### src/pkg/fsfc_pkg.sv
// Package of constants for the four-channel fault supervisor
package fsfc_pkg;
  localparam int FSFC_CH = 4;
  localparam int FSFC_CLK_MHZ = 100;
  // Fault codes, high bit then low bit of each channel pair
  localparam logic [1:0] FSFC_CODE_OV = 2'h0;
  localparam logic [1:0] FSFC_CODE_OL = 2'h1;
  localparam logic [1:0] FSFC_CODE_OC = 2'h2;
  localparam logic [1:0] FSFC_CODE_STG = 2'h3;
  // Deglitch and retry times for each 3-bit timing select value
  localparam int FSFC_OL_US [8] = '{120, 30, 60, 240, 120, 30, 60, 240};
  localparam int FSFC_OC_US [8] = '{120, 30, 60, 240, 120, 30, 60, 240};
  localparam int FSFC_STG_US [8] = '{16, 4, 8, 32, 120, 30, 60, 240};
  localparam int FSFC_RETRY_MS [8] = '{16, 4, 8, 32, 16, 4, 8, 32};
  // Microsecond tick: one enable pulse per this many clocks
  localparam int FSFC_TICK_CYC = FSFC_CLK_MHZ;
  localparam logic [2:0] FSFC_TSEL_RST = 3'h0;
  localparam logic [1:0] FSFC_RST_CODE = 2'h0;
endpackage

### src/logic/fsfc_deglitch.sv
// Per-channel deglitch filter counting microsecond ticks
`timescale 1ns/1ps
module fsfc_deglitch (
  // Clock and reset
  input wire logic ref_clk_i,
  input wire logic rst_i,
  // Timebase and condition
  input wire logic tick_i,
  input wire logic cond_i,
  input wire logic [15:0] limit_i,
  // Result
  output logic valid_o
);
  logic [15:0] cnt_reg;

  // Count while the condition holds; any drop restarts the interval
  always_ff @(posedge ref_clk_i) begin
    if (rst_i || !cond_i) begin
      cnt_reg <= 16'h0000;
    end else if (tick_i && cnt_reg < limit_i) begin
      cnt_reg <= cnt_reg + 16'h0001;
    end
  end

  assign valid_o = cond_i && (cnt_reg >= limit_i);
endmodule

### src/logic/fsfc_supervisor.sv
// Fault supervision core for four high-side gate channels
`timescale 1ns/1ps
// Functional notes
// Input low-high in retry restarts timer, enables
// No duty-cycle limit on host toggling
// Interrupt stays low until select falls
// Host ties select high when unused
// Fault-only host shifts zero control bits
// Strapped unused channels never commanded on
// Any fault latches interrupt low at once
// Overvoltage forces gates off, latches interrupt
// Overvoltage clear needs condition gone, no bits
// Overvoltage sets no channel fault bits
// Gates follow commands once overvoltage ends
// Open-load monitored only while fully off
// Open-load valid after full filter interval
// Valid open-load latches interrupt, sets code
// Eight fault bits, two per channel
// Retry low: open-load channel stays disabled
// Re-enable needs normal load, on-off-on
// Retry high: open-load delays gate by retry
// One shared retry timer, first fault wins
// Load normal again: no extra retry delay
// On-command is parallel OR serial bit
// Faults caught while select high
// Filter timer clears when indication drops
module fsfc_supervisor
  import fsfc_pkg::*;
(
  // Clock and reset
  input wire logic ref_clk_i,
  input wire logic rst_i,
  // Host side commands
  input wire logic [fsfc_pkg::FSFC_CH-1:0] parallel_ctrl_input_i,
  input wire logic [fsfc_pkg::FSFC_CH-1:0] serial_ctrl_bits_i,
  input wire logic [2:0] timing_select_i,
  input wire logic retry_mode_select_i,
  input wire logic chip_select_n_i,
  // Analog comparator indications
  input wire logic supply_overvoltage_lockout_i,
  input wire logic [fsfc_pkg::FSFC_CH-1:0] open_load_cmp_i,
  input wire logic [fsfc_pkg::FSFC_CH-1:0] over_current_cmp_i,
  input wire logic [fsfc_pkg::FSFC_CH-1:0] short_to_ground_cmp_i,
  // Outputs
  output logic [fsfc_pkg::FSFC_CH-1:0] gate_drive_out_o,
  output logic fault_interrupt_n_o,
  output logic [2*fsfc_pkg::FSFC_CH-1:0] fault_bits_o
);
  import fsfc_pkg::*;

  typedef enum logic [1:0] {FSFC_IDLE, FSFC_RUN, FSFC_DONE} fsfc_retry_e;

  logic [6:0] tick_cnt_reg;
  logic us_tick_reg;
  logic ms_tick;
  logic [9:0] ms_cnt_reg;
  logic cs_n_d_reg;
  logic cs_fall;
  logic cs_rise;
  logic [FSFC_CH-1:0] cmd;
  logic [FSFC_CH-1:0] cmd_d_reg;
  logic [FSFC_CH-1:0] par_d_reg;
  logic [FSFC_CH-1:0] ol_valid;
  logic [FSFC_CH-1:0] oc_valid;
  logic [FSFC_CH-1:0] stg_valid;
  logic [FSFC_CH-1:0] ol_seen_reg;
  logic [FSFC_CH-1:0] latch_off_reg;
  logic [FSFC_CH-1:0] retry_hold_reg;
  logic [FSFC_CH-1:0] cycle_off_reg;
  logic [FSFC_CH-1:0] gate_next;
  logic [2*FSFC_CH-1:0] fbits_reg;
  logic fault_n_reg;
  logic any_new;
  fsfc_retry_e retry_state_reg;
  logic [5:0] retry_ms_reg;
  logic [15:0] ol_lim;
  logic [15:0] oc_lim;
  logic [15:0] stg_lim;
  logic [5:0] retry_lim;

  // Limits selected by the timing bits; filter tables in microseconds, retry table in milliseconds
  assign ol_lim = 16'(FSFC_OL_US[timing_select_i]);
  assign oc_lim = 16'(FSFC_OC_US[timing_select_i]);
  assign stg_lim = 16'(FSFC_STG_US[timing_select_i]);
  assign retry_lim = 6'(FSFC_RETRY_MS[timing_select_i]);

  // Microsecond enable from the 100 MHz clock
  always_ff @(posedge ref_clk_i) begin
    if (rst_i || tick_cnt_reg == 7'(FSFC_TICK_CYC - 1)) begin
      tick_cnt_reg <= 7'h00;
    end else begin
      tick_cnt_reg <= tick_cnt_reg + 7'h01;
    end
  end

  always_ff @(posedge ref_clk_i) begin
    if (rst_i) begin
      us_tick_reg <= 1'b0;
    end else begin
      us_tick_reg <= (tick_cnt_reg == 7'(FSFC_TICK_CYC - 1));
    end
  end

  // Millisecond enable derived from the microsecond enable
  // Retry times are whole milliseconds, so a coarse enable is enough
  always_ff @(posedge ref_clk_i) begin
    if (rst_i) begin
      ms_cnt_reg <= 10'h000;
    end else if (us_tick_reg) begin
      ms_cnt_reg <= ms_tick ? 10'h000 : ms_cnt_reg + 10'h001;
    end
  end
  assign ms_tick = us_tick_reg && (ms_cnt_reg == 10'h3e7);

  // Select edges; inputs are already synchronous
  always_ff @(posedge ref_clk_i) begin
    if (rst_i) begin
      cs_n_d_reg <= 1'b1;
    end else begin
      cs_n_d_reg <= chip_select_n_i;
    end
  end
  assign cs_fall = cs_n_d_reg && !chip_select_n_i;
  assign cs_rise = !cs_n_d_reg && chip_select_n_i;

  // Effective command is parallel OR serial; no duty limit imposed
  assign cmd = parallel_ctrl_input_i | serial_ctrl_bits_i;

  always_ff @(posedge ref_clk_i) begin
    if (rst_i) begin
      cmd_d_reg <= '0;
      par_d_reg <= '0;
    end else begin
      cmd_d_reg <= cmd;
      par_d_reg <= parallel_ctrl_input_i;
    end
  end

  // Per-channel deglitch filters
  genvar g;
  generate
    for (g = 0; g < FSFC_CH; g++) begin : g_ch
      fsfc_deglitch u_ol (
        .ref_clk_i(ref_clk_i),
        .rst_i(rst_i),
        .tick_i(us_tick_reg),
        .cond_i(open_load_cmp_i[g] && !cmd[g]),
        .limit_i(ol_lim),
        .valid_o(ol_valid[g])
      );
      fsfc_deglitch u_oc (
        .ref_clk_i(ref_clk_i),
        .rst_i(rst_i),
        .tick_i(us_tick_reg),
        .cond_i(over_current_cmp_i[g] && gate_drive_out_o[g]),
        .limit_i(oc_lim),
        .valid_o(oc_valid[g])
      );
      // Short-to-ground has its own timer, gated by over-current, at a shorter limit for timing selects 0 to 3
      fsfc_deglitch u_stg (
        .ref_clk_i(ref_clk_i),
        .rst_i(rst_i),
        .tick_i(us_tick_reg),
        .cond_i(over_current_cmp_i[g] && short_to_ground_cmp_i[g] && gate_drive_out_o[g]),
        .limit_i(stg_lim),
        .valid_o(stg_valid[g])
      );
    end
  endgenerate

  assign any_new = |(ol_valid | oc_valid | stg_valid);

  // Fault bits capture faults while select is high; rise clears them.
  // Capture wins over the clear so a same-cycle fault is not lost.
  always_ff @(posedge ref_clk_i) begin
    if (rst_i) begin
      fbits_reg <= {FSFC_CH{FSFC_RST_CODE}};
    end else begin
      for (int i = 0; i < FSFC_CH; i++) begin
        if (stg_valid[i]) begin
          fbits_reg[2*i +: 2] <= FSFC_CODE_STG;
        end else if (oc_valid[i]) begin
          fbits_reg[2*i +: 2] <= FSFC_CODE_OC;
        end else if (ol_valid[i]) begin
          fbits_reg[2*i +: 2] <= FSFC_CODE_OL;
        end else if (cs_rise) begin
          fbits_reg[2*i +: 2] <= FSFC_CODE_OV;
        end
      end
    end
  end
  // Overvoltage leaves the bits untouched, reading as code zero

  // Interrupt latch: set on any fault, cleared only by select falling
  // Set wins over clear, so a fault in the select-fall cycle keeps it low
  always_ff @(posedge ref_clk_i) begin
    if (rst_i) begin
      fault_n_reg <= 1'b1;
    end else if (any_new || supply_overvoltage_lockout_i) begin
      fault_n_reg <= 1'b0;
    end else if (cs_fall && fbits_reg == '0) begin
      fault_n_reg <= 1'b1;
    end
  end

  // Open-load memory; cleared on the on, off, on re-enable in latched mode, or when the load is normal while off in retry mode
  always_ff @(posedge ref_clk_i) begin
    if (rst_i) begin
      ol_seen_reg <= '0;
    end else begin
      for (int i = 0; i < FSFC_CH; i++) begin
        if (ol_valid[i]) begin
          ol_seen_reg[i] <= 1'b1;
        end else if (!retry_mode_select_i && cmd[i] && cycle_off_reg[i]) begin
          ol_seen_reg[i] <= 1'b0;
        end else if (retry_mode_select_i && !open_load_cmp_i[i] && !cmd[i]) begin
          ol_seen_reg[i] <= 1'b0;
        end
      end
    end
  end

  // Latched-off mode tracking the on, off, on sequence
  always_ff @(posedge ref_clk_i) begin
    if (rst_i) begin
      latch_off_reg <= '0;
      cycle_off_reg <= '0;
    end else begin
      for (int i = 0; i < FSFC_CH; i++) begin
        // Latching at detection, while the channel is still off, means the
        // next on command never reaches the gate, not even for one cycle.
        // The price: a stale open load needs the full on, off, on sequence
        // even if the load recovered before the host asked again.
        if (!retry_mode_select_i && (oc_valid[i] || stg_valid[i] || ol_valid[i])) begin
          latch_off_reg[i] <= 1'b1;
          cycle_off_reg[i] <= 1'b0;
        end else if (latch_off_reg[i] && !cmd[i] && cmd_d_reg[i]) begin
          cycle_off_reg[i] <= 1'b1;
        end else if (latch_off_reg[i] && cmd[i] && cycle_off_reg[i]) begin
          latch_off_reg[i] <= 1'b0;
          cycle_off_reg[i] <= 1'b0;
        end
      end
    end
  end

  // Shared retry timer; started by the first fault only
  // A later fault on another channel while running leaves the count alone
  always_ff @(posedge ref_clk_i) begin
    if (rst_i) begin
      retry_state_reg <= FSFC_IDLE;
      retry_ms_reg <= 6'h00;
    end else begin
      unique case (retry_state_reg)
        FSFC_IDLE: begin
          if (retry_mode_select_i && any_new) begin
            retry_state_reg <= FSFC_RUN;
            retry_ms_reg <= 6'h00;
          end
        end
        FSFC_RUN: begin
          if (|(parallel_ctrl_input_i & ~par_d_reg & retry_hold_reg)) begin
            retry_ms_reg <= 6'h00;
          end else if (ms_tick) begin
            if (retry_ms_reg + 6'h01 >= retry_lim) begin
              retry_state_reg <= FSFC_DONE;
            end
            retry_ms_reg <= retry_ms_reg + 6'h01;
          end
        end
        FSFC_DONE: begin
          retry_state_reg <= FSFC_IDLE;
        end
      endcase
    end
  end

  // Channels held by the retry timer in auto-retry mode
  always_ff @(posedge ref_clk_i) begin
    if (rst_i) begin
      retry_hold_reg <= '0;
    end else begin
      for (int i = 0; i < FSFC_CH; i++) begin
        if (retry_mode_select_i && (oc_valid[i] || stg_valid[i] || ol_valid[i])) begin
          retry_hold_reg[i] <= 1'b1;
        end else if (parallel_ctrl_input_i[i] && !par_d_reg[i]) begin
          retry_hold_reg[i] <= 1'b0;
        end else if (retry_state_reg == FSFC_DONE || !retry_mode_select_i) begin
          retry_hold_reg[i] <= 1'b0;
        end else if (!ol_seen_reg[i] && !oc_valid[i] && !stg_valid[i]
                     && !over_current_cmp_i[i] && !cmd[i]) begin
          retry_hold_reg[i] <= 1'b0;
        end
      end
    end
  end

  // Gate outputs: overvoltage blanks all without latching
  always_comb begin
    gate_next = cmd & ~latch_off_reg & ~retry_hold_reg;
    if (supply_overvoltage_lockout_i) begin
      gate_next = '0;
    end
  end

  // Deglitched on-state faults cut the gate at the same edge as the latch
  always_ff @(posedge ref_clk_i) begin
    if (rst_i) begin
      gate_drive_out_o <= '0;
    end else begin
      gate_drive_out_o <= gate_next & ~(oc_valid | stg_valid);
    end
  end

  // Registered copies keep every top-level output straight off a flop
  always_ff @(posedge ref_clk_i) begin
    if (rst_i) begin
      fault_interrupt_n_o <= 1'b1;
      fault_bits_o <= '0;
    end else begin
      fault_interrupt_n_o <= fault_n_reg;
      fault_bits_o <= fbits_reg;
    end
  end
endmodule

### config.mk
export PLATFORM = sky130hd
export DESIGN_NAME = fsfc_supervisor
export DESIGN_NICKNAME = d
export VERILOG_FILES = /design/src/pkg/fsfc_pkg.sv /design/src/logic/fsfc_deglitch.sv /design/src/logic/fsfc_supervisor.sv
export SDC_FILE = /design/constraint.sdc
export NUM_CORES = 1
export LEC_CHECK = 0
export BUFFER_PORTS_ARGS = -buffer_cell sky130_fd_sc_hd__clkbuf_2
export CORE_MARGIN = 4
export CORE_UTILIZATION = 62
export DETAILED_ROUTE_END_ITERATION = 16
export GPL_TIMING_DRIVEN = 0
export MAX_ROUTING_LAYER = met4
export PLACE_DENSITY = 0.8
export SKIP_LAST_GASP = 1
export SYNTH_ARGS = -nofsm -noshare
export SYNTH_HDL_FRONTEND = slang
export SYNTH_SLANG_ARGS = --single-unit
export TNS_END_PERCENT = 20
### constraint.sdc
create_clock -name ref_clk_i -period 3.7 [get_ports ref_clk_i]
set_input_delay 0.185 -clock ref_clk_i [delete_from_list [all_inputs] [get_ports ref_clk_i]]
set_output_delay 0.185 -clock ref_clk_i [all_outputs]
set_load 0.01 [all_outputs]
==> run metrics, run 1 <==
Crit Path Max Fanout 10; Clock Tree Root clkbuf_16; Residual DRC 0; vias per inst 5.77; first-pass GRT wire length 46000 um; Static Leak 5.68 nW; FP Rows 51; peak supply drop 0.474 mV; crit share post-route 98.7%; TNS Setup 0 ns; vias in the first global route 9471; Total GRT Usage 25.8%; CTS Buffer Depth 3; largest net degree at the start of global routing 19; CTS tree yes; die area 22300 um^2; final WL 28300 um; PD cells 443 nW/um^2; min cycle time layout 3.65 ns; synthesized flop and latch total 265; port bufs 37; core area 19600 um^2; Layout Nets 1545; DRT antenna net count 0; Routed wire per std cell 16.5 um; syn avg cell area 9.14 um^2; Critical Path RT 4.13 ns; synth unique cells 67; Post-Synthesis Cells 1356; fmax 0.274 GHz; DR pass1 iterations 5; R2R Path End retry_ms_reg[5]$_SDFFE_PP0P_; Clock Pin Slew Worst Setup and Hold Paths 0.06 ns; top_reg_cell synth dfxtp_1; status finished clean; final worst setup slack 0.0478 ns; antenna violations before repair 0; layout cells sized above 1 10.2%; Fin Hold WS 0.0389 ns; Synth Cell Area 12400 um^2; Starting Density 63.3%; die height 149 um; flip-flop and latch area 5310 um^2; Reg2Reg Setup Slack 0.58 ns; count of final setup violators 0; area taken by multi-input logic gates 6790 um^2; startpoint types primary input; Worst Hold Class in2reg; Ys Warns 0; maxcap violations 0; fraction of registers with async set/reset 0%; clock insertion delay at the later pin of the skew report 0.54 ns; unrepaired setup endpoints after global routing true; most frequent cells in the layout dfxtp_1, nor2_1, nand2_1; H-tree depth 1; leading cell type in the layout, fill and taps excluded dfxtp_1; worst-margin pin slew 1.17 ns; Worst Path Class, Setup in2reg; CTS Sinks 265; fin. max-slew vios 0; WHS Path Cells 2; post-route cell area 14000 um^2; half-perimeter wire length of the detailed placement result 19600 um; crit path DAT 4.09 ns; syn nets 1467; synthesis-to-finish area growth 13.3%; Worst Clk Skew 0.0202 ns; worst r2r src g_ch[1].u_oc.cnt_reg[5]$_SDFFE_PP0P_; Die X 149 um; critical hold path startpoint short_to_ground_cmp_i[2]; Setup crit end kind flip-flop; Ant. Diodes 0; Inst Count DP 1658; Vias 9929; Reg2Reg Depth 9; cell area after placement 12900 um^2; TritonCTS buffer count 28; Seq/Total Area, Yosys 42.8%; EDFF count, synth 0; Hold EP g_ch[2].u_stg.cnt_reg[12]$_SDFFE_PP0P_; GPL Wtd Cong 0.888; GRT overflow 0; filler cell count 1452; Non-Filler Instances 1720; initial DRC count 613; Final Hold Fails 0; worst relative slew slack 21.9%; io pins 41; Post-Place Setup Slack -0.635 ns
[cells in the mapped netlist (4+ instances only)]
library cell | instances | share of area (%)
dfxtp_1 | 265 | 43
nor2_1 | 175 | 5.3
nand2_1 | 102 | 3.1
ha_1 | 83 | 8.4
a21oi_1 | 79 | 3.2
xor2_1 | 69 | 4.9
and2_1 | 68 | 3.4
and3_1 | 51 | 2.6
nand4_1 | 40 | 2.0
o21ai_0 | 37 | 1.5
inv_1 | 35 | 1.1
xnor2_1 | 33 | 2.3
or3_1 | 32 | 1.6
nand3_1 | 24 | 0.97
clkbuf_1 | 22 | 0.67
nor2b_1 | 21 | 1.1
nand2b_1 | 20 | 1.0
or2_2 | 16 | 0.81
nor3b_1 | 15 | 0.91
nor4_1 | 15 | 0.76
nor3_1 | 12 | 0.48
o211ai_1 | 9 | 0.54
a21o_1 | 8 | 0.48
a311oi_1 | 8 | 0.57
buf_1 | 8 | 0.24
or4_1 | 7 | 0.42
a31oi_1 | 6 | 0.30
maj3_2 | 6 | 0.54
mux2i_1 | 6 | 0.48
a21oi_2 | 5 | 0.35
buf_6 | 5 | 0.45
o2111ai_1 | 5 | 0.35
a2111oi_2 | 4 | 0.48
a2111oi_4 | 4 | 0.89
a32oi_1 | 4 | 0.28
and4_1 | 4 | 0.28
nand3b_1 | 4 | 0.24
[what timing repair did]
item | CTS | global route
resized for setup | 1 | 2
hold buffers | 11 | 0
pin swaps | 0 | 0
hold endpoints to repair | 12 | 0
endpoints found under the setup margin | 3 | 8
setup buffers | 0 | 0
[routing by layer]
metal | vias to the layer above | share of wire, % | GRT usage [%]
met5 | - | 0 | -
met4 | 0 | 2.7 | 7.46
met3 | 65 | 5.9 | 4.09
met2 | 231 | 46 | 41.9
met1 | 4721 | 45 | 33.7
li1 | 4912 | - | -
[report_power, final]
group,internal [mW],switching (mW)
sequential,2.87,0.00903
combinational,0.123,0.225
clock,1.85,1.15
[cell type report]
| cell class | count | area share, % |
|---|---|---|
| sequential | 265 | 37.8 |
| timing repair buffer | 48 | 2.10 |
| clock buffer | 41 | 5.99 |
| clock inverter | 10 | 1.11 |
| tap | 265 | 2.36 |
| inverter | 38 | 1.02 |
| buffer | 37 | 1.31 |
| multi-input combinational | 1016 | 48.3 |
[how the worst max path moves through the flow]
| stage | slack, ns | endpoint | depth (start not counted) | from |
|---|---|---|---|---|
| 6_report | 0.05 | retry_ms_reg[5]$_SDFFE_PP0P_ | 15 | timing_select_i[0] |
| 3_3_place_gp | -0.64 | retry_ms_reg[5]$_SDFFE_PP0P_ | 12 | timing_select_i[0] |
| 2_1_floorplan | 0.42 | retry_ms_reg[0]$_SDFFE_PP0P_ | 14 | timing_select_i[0] |
| 3_5_place_dp | -0.63 | retry_ms_reg[0]$_SDFFE_PP0P_ | 12 | timing_select_i[1] |
| 5_1_grt | -0.12 | g_ch[3].u_stg.cnt_reg[5]$_SDFFE_PP0P_ | 14 | timing_select_i[1] |
| 4_1_cts | 0.04 | retry_ms_reg[5]$_SDFFE_PP0P_ | 15 | timing_select_i[0] |
[critical path, cell delays in order]
cell and delay (ns):
clkbuf_2 0.15, inv_1 0.10, ha_1 0.31, buf_6 0.17, buf_6 0.21, buf_4 0.24
nand2b_1 0.37, ha_1 0.32, a21oi_1 0.14, o2111ai_1 0.20, o311ai_4 0.38, nand3_2 0.26
o41ai_4 0.50, a21oi_2 0.20, mux2_4 0.33
[kinds of logic (layout without fill, tap and decap cells)]
kind of cell	Yosys count	count (layout)	share of synthesized area, %
buf+inv	75	174	2.63
fa+ha+maj	91	91	9.08
mux	10	10	0.928
flops	265	265	42.8
xor+xnor	102	102	7.20
simple gates	618	618	26.0
compound gates	195	195	11.4
[metrics by stage]
stage                     power (mW)  utilization [%]
after floorplan                 3.16                -
after global placement          3.26             65.9
after detailed placement        3.27             65.9
after CTS                       6.26             71.6
after global routing            6.41             71.7
final                           6.23             71.7
(Power assumes the default switching activity.)
==> run 2: changes to the inputs <==
--- a/config.mk
+++ b/config.mk
@@ -5,6 +5,7 @@
 export SDC_FILE = /design/constraint.sdc
 export NUM_CORES = 1
 export LEC_CHECK = 0
+export ABC_AREA = 1
 export BUFFER_PORTS_ARGS = -buffer_cell sky130_fd_sc_hd__clkbuf_2
 export CORE_MARGIN = 4
 export CORE_UTILIZATION = 62
==> run metrics, run 2 <==
leading cell type in the layout, fill and taps excluded inv_1; crit path DAT 3.42 ns (-0.67 ns); top_reg_cell synth dfxtp_1; Yosys top cell area share 42.4% (-0.36 points); Fin Hold WS 0.0591 ns (+0.0202 ns); die area 22500 um^2 (+0.80%); Ys Warns 0 (unchanged); GPL Wtd Cong 0.903 (+1.6%); most frequent cells in the layout inv_1, nand2_1, nor2_1; EDFF count, synth 0 (unchanged); cell area after placement 13000 um^2 (+0.93%); Critical Path RT 4.13 ns (about the same); Layout Nets 1920 (+24%); crit share post-route 80.6% (-18 points); PD cells 450 nW/um^2 (+1.4%); Routed wire per std cell 13.2 um (-20%); H-tree depth 1 (unchanged); port bufs 40 (+8.1%); Clock Tree Root clkbuf_16; GRT overflow 0 (unchanged); Static Leak 5.65 nW (-0.56%); Synth Cell Area 12500 um^2 (+0.85%); Inst Count DP 2034 (+23%); maxcap violations 0 (unchanged); clock insertion delay at the later pin of the skew report 0.53 ns (about the same); synthesized flop and latch total 265 (unchanged); status finished clean; largest net degree at the start of global routing 19 (unchanged); synthesis-to-finish area growth 12.6%; Non-Filler Instances 2095 (+22%); post-route cell area 14100 um^2 (+0.28%); CTS Sinks 265 (unchanged); Clock Pin Slew Worst Setup and Hold Paths 0.06 ns (about the same); Crit path largest cell delay 0.55 ns (+0.05 ns); layout cells sized above 1 7.05% (-3.1 points); largest cells by area after synthesis dfxtp_1, inv_1, nand2_1; die height 150 um (+0.40%); Vias 10.9k (+10%); biggest area consumer among synthesized cells dfxtp_1; critical path, cell by cell clkbuf_2, ha_1, inv_1, ha_1, o21ai_1, nor2_1, nor2_1, nand3_1, nand2_1, nand2_1, inv_1, nand2_1, nor2_1, nand2_1, nand2_1, nand2_4, nand2_1, nand2_1, nand2_1, nor2_1; Post-synth top cells inv_1, nand2_1, nor2_1; Post-Synthesis Cells 1729 (+28%); unrepaired setup endpoints after global routing false; CP max stage cell ha_1; first-pass GRT wire length 46100 um (about the same); Worst Clk Skew 0.0109 ns (-0.00930 ns); DR pass1 iterations 6 (+1); vias per inst 5.23 (-9.5%); vias in the first global route 10.3k (+8.7%); initial DRC count 588 (-4.1%); min cycle time layout 2.98 ns (-0.672 ns); antenna violations before repair 0 (unchanged); Die X 150 um (+0.40%); fin. max-slew vios 0 (unchanged); peak supply drop 0.363 mV (-24%); CTS tree yes; Setup crit end kind flip-flop; Worst Hold Class in2reg; post-CTS setup buffer count 0 (unchanged); half-perimeter wire length of the detailed placement result 20000 um (+1.7%); Starting Density 63.6% (+0.33 points); Largest delay share family, worst path simple AND/OR/NAND/NOR gates; TritonCTS buffer count 28 (unchanged); syn avg cell area 7.23 um^2 (-21%); syn nets 1840 (+25%); Final Hold Fails 0 (unchanged); final WL 27600 um (-2.6%); worst-margin pin slew 1.01 ns (-0.164 ns); Residual DRC 0 (unchanged); Worst Path Class, Setup in2reg; FP Rows 51 (unchanged); Util after Layout 71.7% (about the same); fmax 0.336 GHz (+23%); fraction of registers with async set/reset 0% (unchanged); most numerous cell in the Yosys netlist inv_1; most frequent CP cell nand2_1; Seq/Total Area, Yosys 42.4% (-0.36 points); Buffers & Inverters on Critical Path 3 (-2); core area 19700 um^2 (+0.33%); startpoint types primary input; TNS Setup 0 ns (unchanged); Crit Path Max Fanout 9 (-1); io pins 41 (unchanged); Total GRT Usage 25.2% (-0.60 points); Ant. Diodes 0 (unchanged); count of final setup violators 0 (unchanged); CTS Buffer Depth 3 (unchanged); DRT antenna net count 0 (unchanged); worst relative slew slack 32.9% (+11 points); synth unique cells 44 (-34%)
==> run 2: layout make-up <==
type                       count  area [um^2]
clock inverter                11          113
timing repair buffer          50          300
multi-input combinational   1143         5980
buffer                        24          105
tap                          265          332
fill                        1602         5570
sequential                   265         5310
clock buffer                  40          837
inverter                     297         1110
==> run 2: kinds of logic (layout without fill, tap and decap cells) <==
logic type | count (synthesis) | count (layout) | share of synthesized area, %
adder cells (fa/ha/maj) | 83 | 83 | 8.31
flip-flops | 265 | 265 | 42.4
XOR/XNOR | 17 | 17 | 1.19
AO/OA/AOI/OAI | 224 | 224 | 9.89
AND/OR/NAND/NOR | 819 | 819 | 28.4
buffers and inverters | 321 | 422 | 9.76
==> run 2: per-layer routing <==
metal / GRT usage, % / vias to the layer above / part of all wire, %
li1: - / 5680 / -
met1: 31.3 / 4944 / 45
met2: 41.7 / 242 / 46
met3: 4.09 / 82 / 5.2
met4: 9.19 / 0 / 4.1
met5: - / - / 0
==> run 2: worst reg2reg max path, delay by kind of cell (launching register included) <==
kind / cells / cell delay (ns)
simple gates: 12 / 1.40
fa+ha+maj: 1 / 0.28
compound gates: 2 / 0.25
flops: 1 / 0.42
==> run 2: final timing paths <==
kind | start | endpoint | slack (ns) | cells after the start
worst max-delay path | timing_select_i[0] | retry_state_reg[0]$_SDFFE_PP0P_ | 0.72 | 20
worst min-delay path | open_load_cmp_i[2] | ol_seen_reg[2]$_SDFFE_PP0P_ | 0.06 | 5
worst max register to register | g_ch[2].u_stg.cnt_reg[5]$_SDFFE_PP0P_ | retry_state_reg[0]$_SDFFE_PP0P_ | 1.25 | 15
worst min register to register | g_ch[1].u_oc.cnt_reg[12]$_SDFFE_PP0P_ | g_ch[1].u_oc.cnt_reg[12]$_SDFFE_PP0P_ | 0.42 | 2
==> run 2: timing repair <==
item	CTS	global route
gates resized for setup	0	0
endpoints found under the hold margin	10	0
hold buffers	10	0
==> run 2: through the flow <==
step | worst slack, ns | power [mW]
floorplan | 1.36 | 3.41
global placement | 0.253 | 3.54
detailed placement | 0.252 | 3.56
CTS | 0.801 | 6.37
global route | 0.510 | 6.58
finish | 0.720 | 6.33
==> run 2: report_power, final <==
group | leakage (nW) | internal, mW | switching (mW)
Clock | 0.477 | 1.71 | 1.11
Sequential | 2.14 | 2.90 | 0.0335
Combinational | 3.03 | 0.200 | 0.372
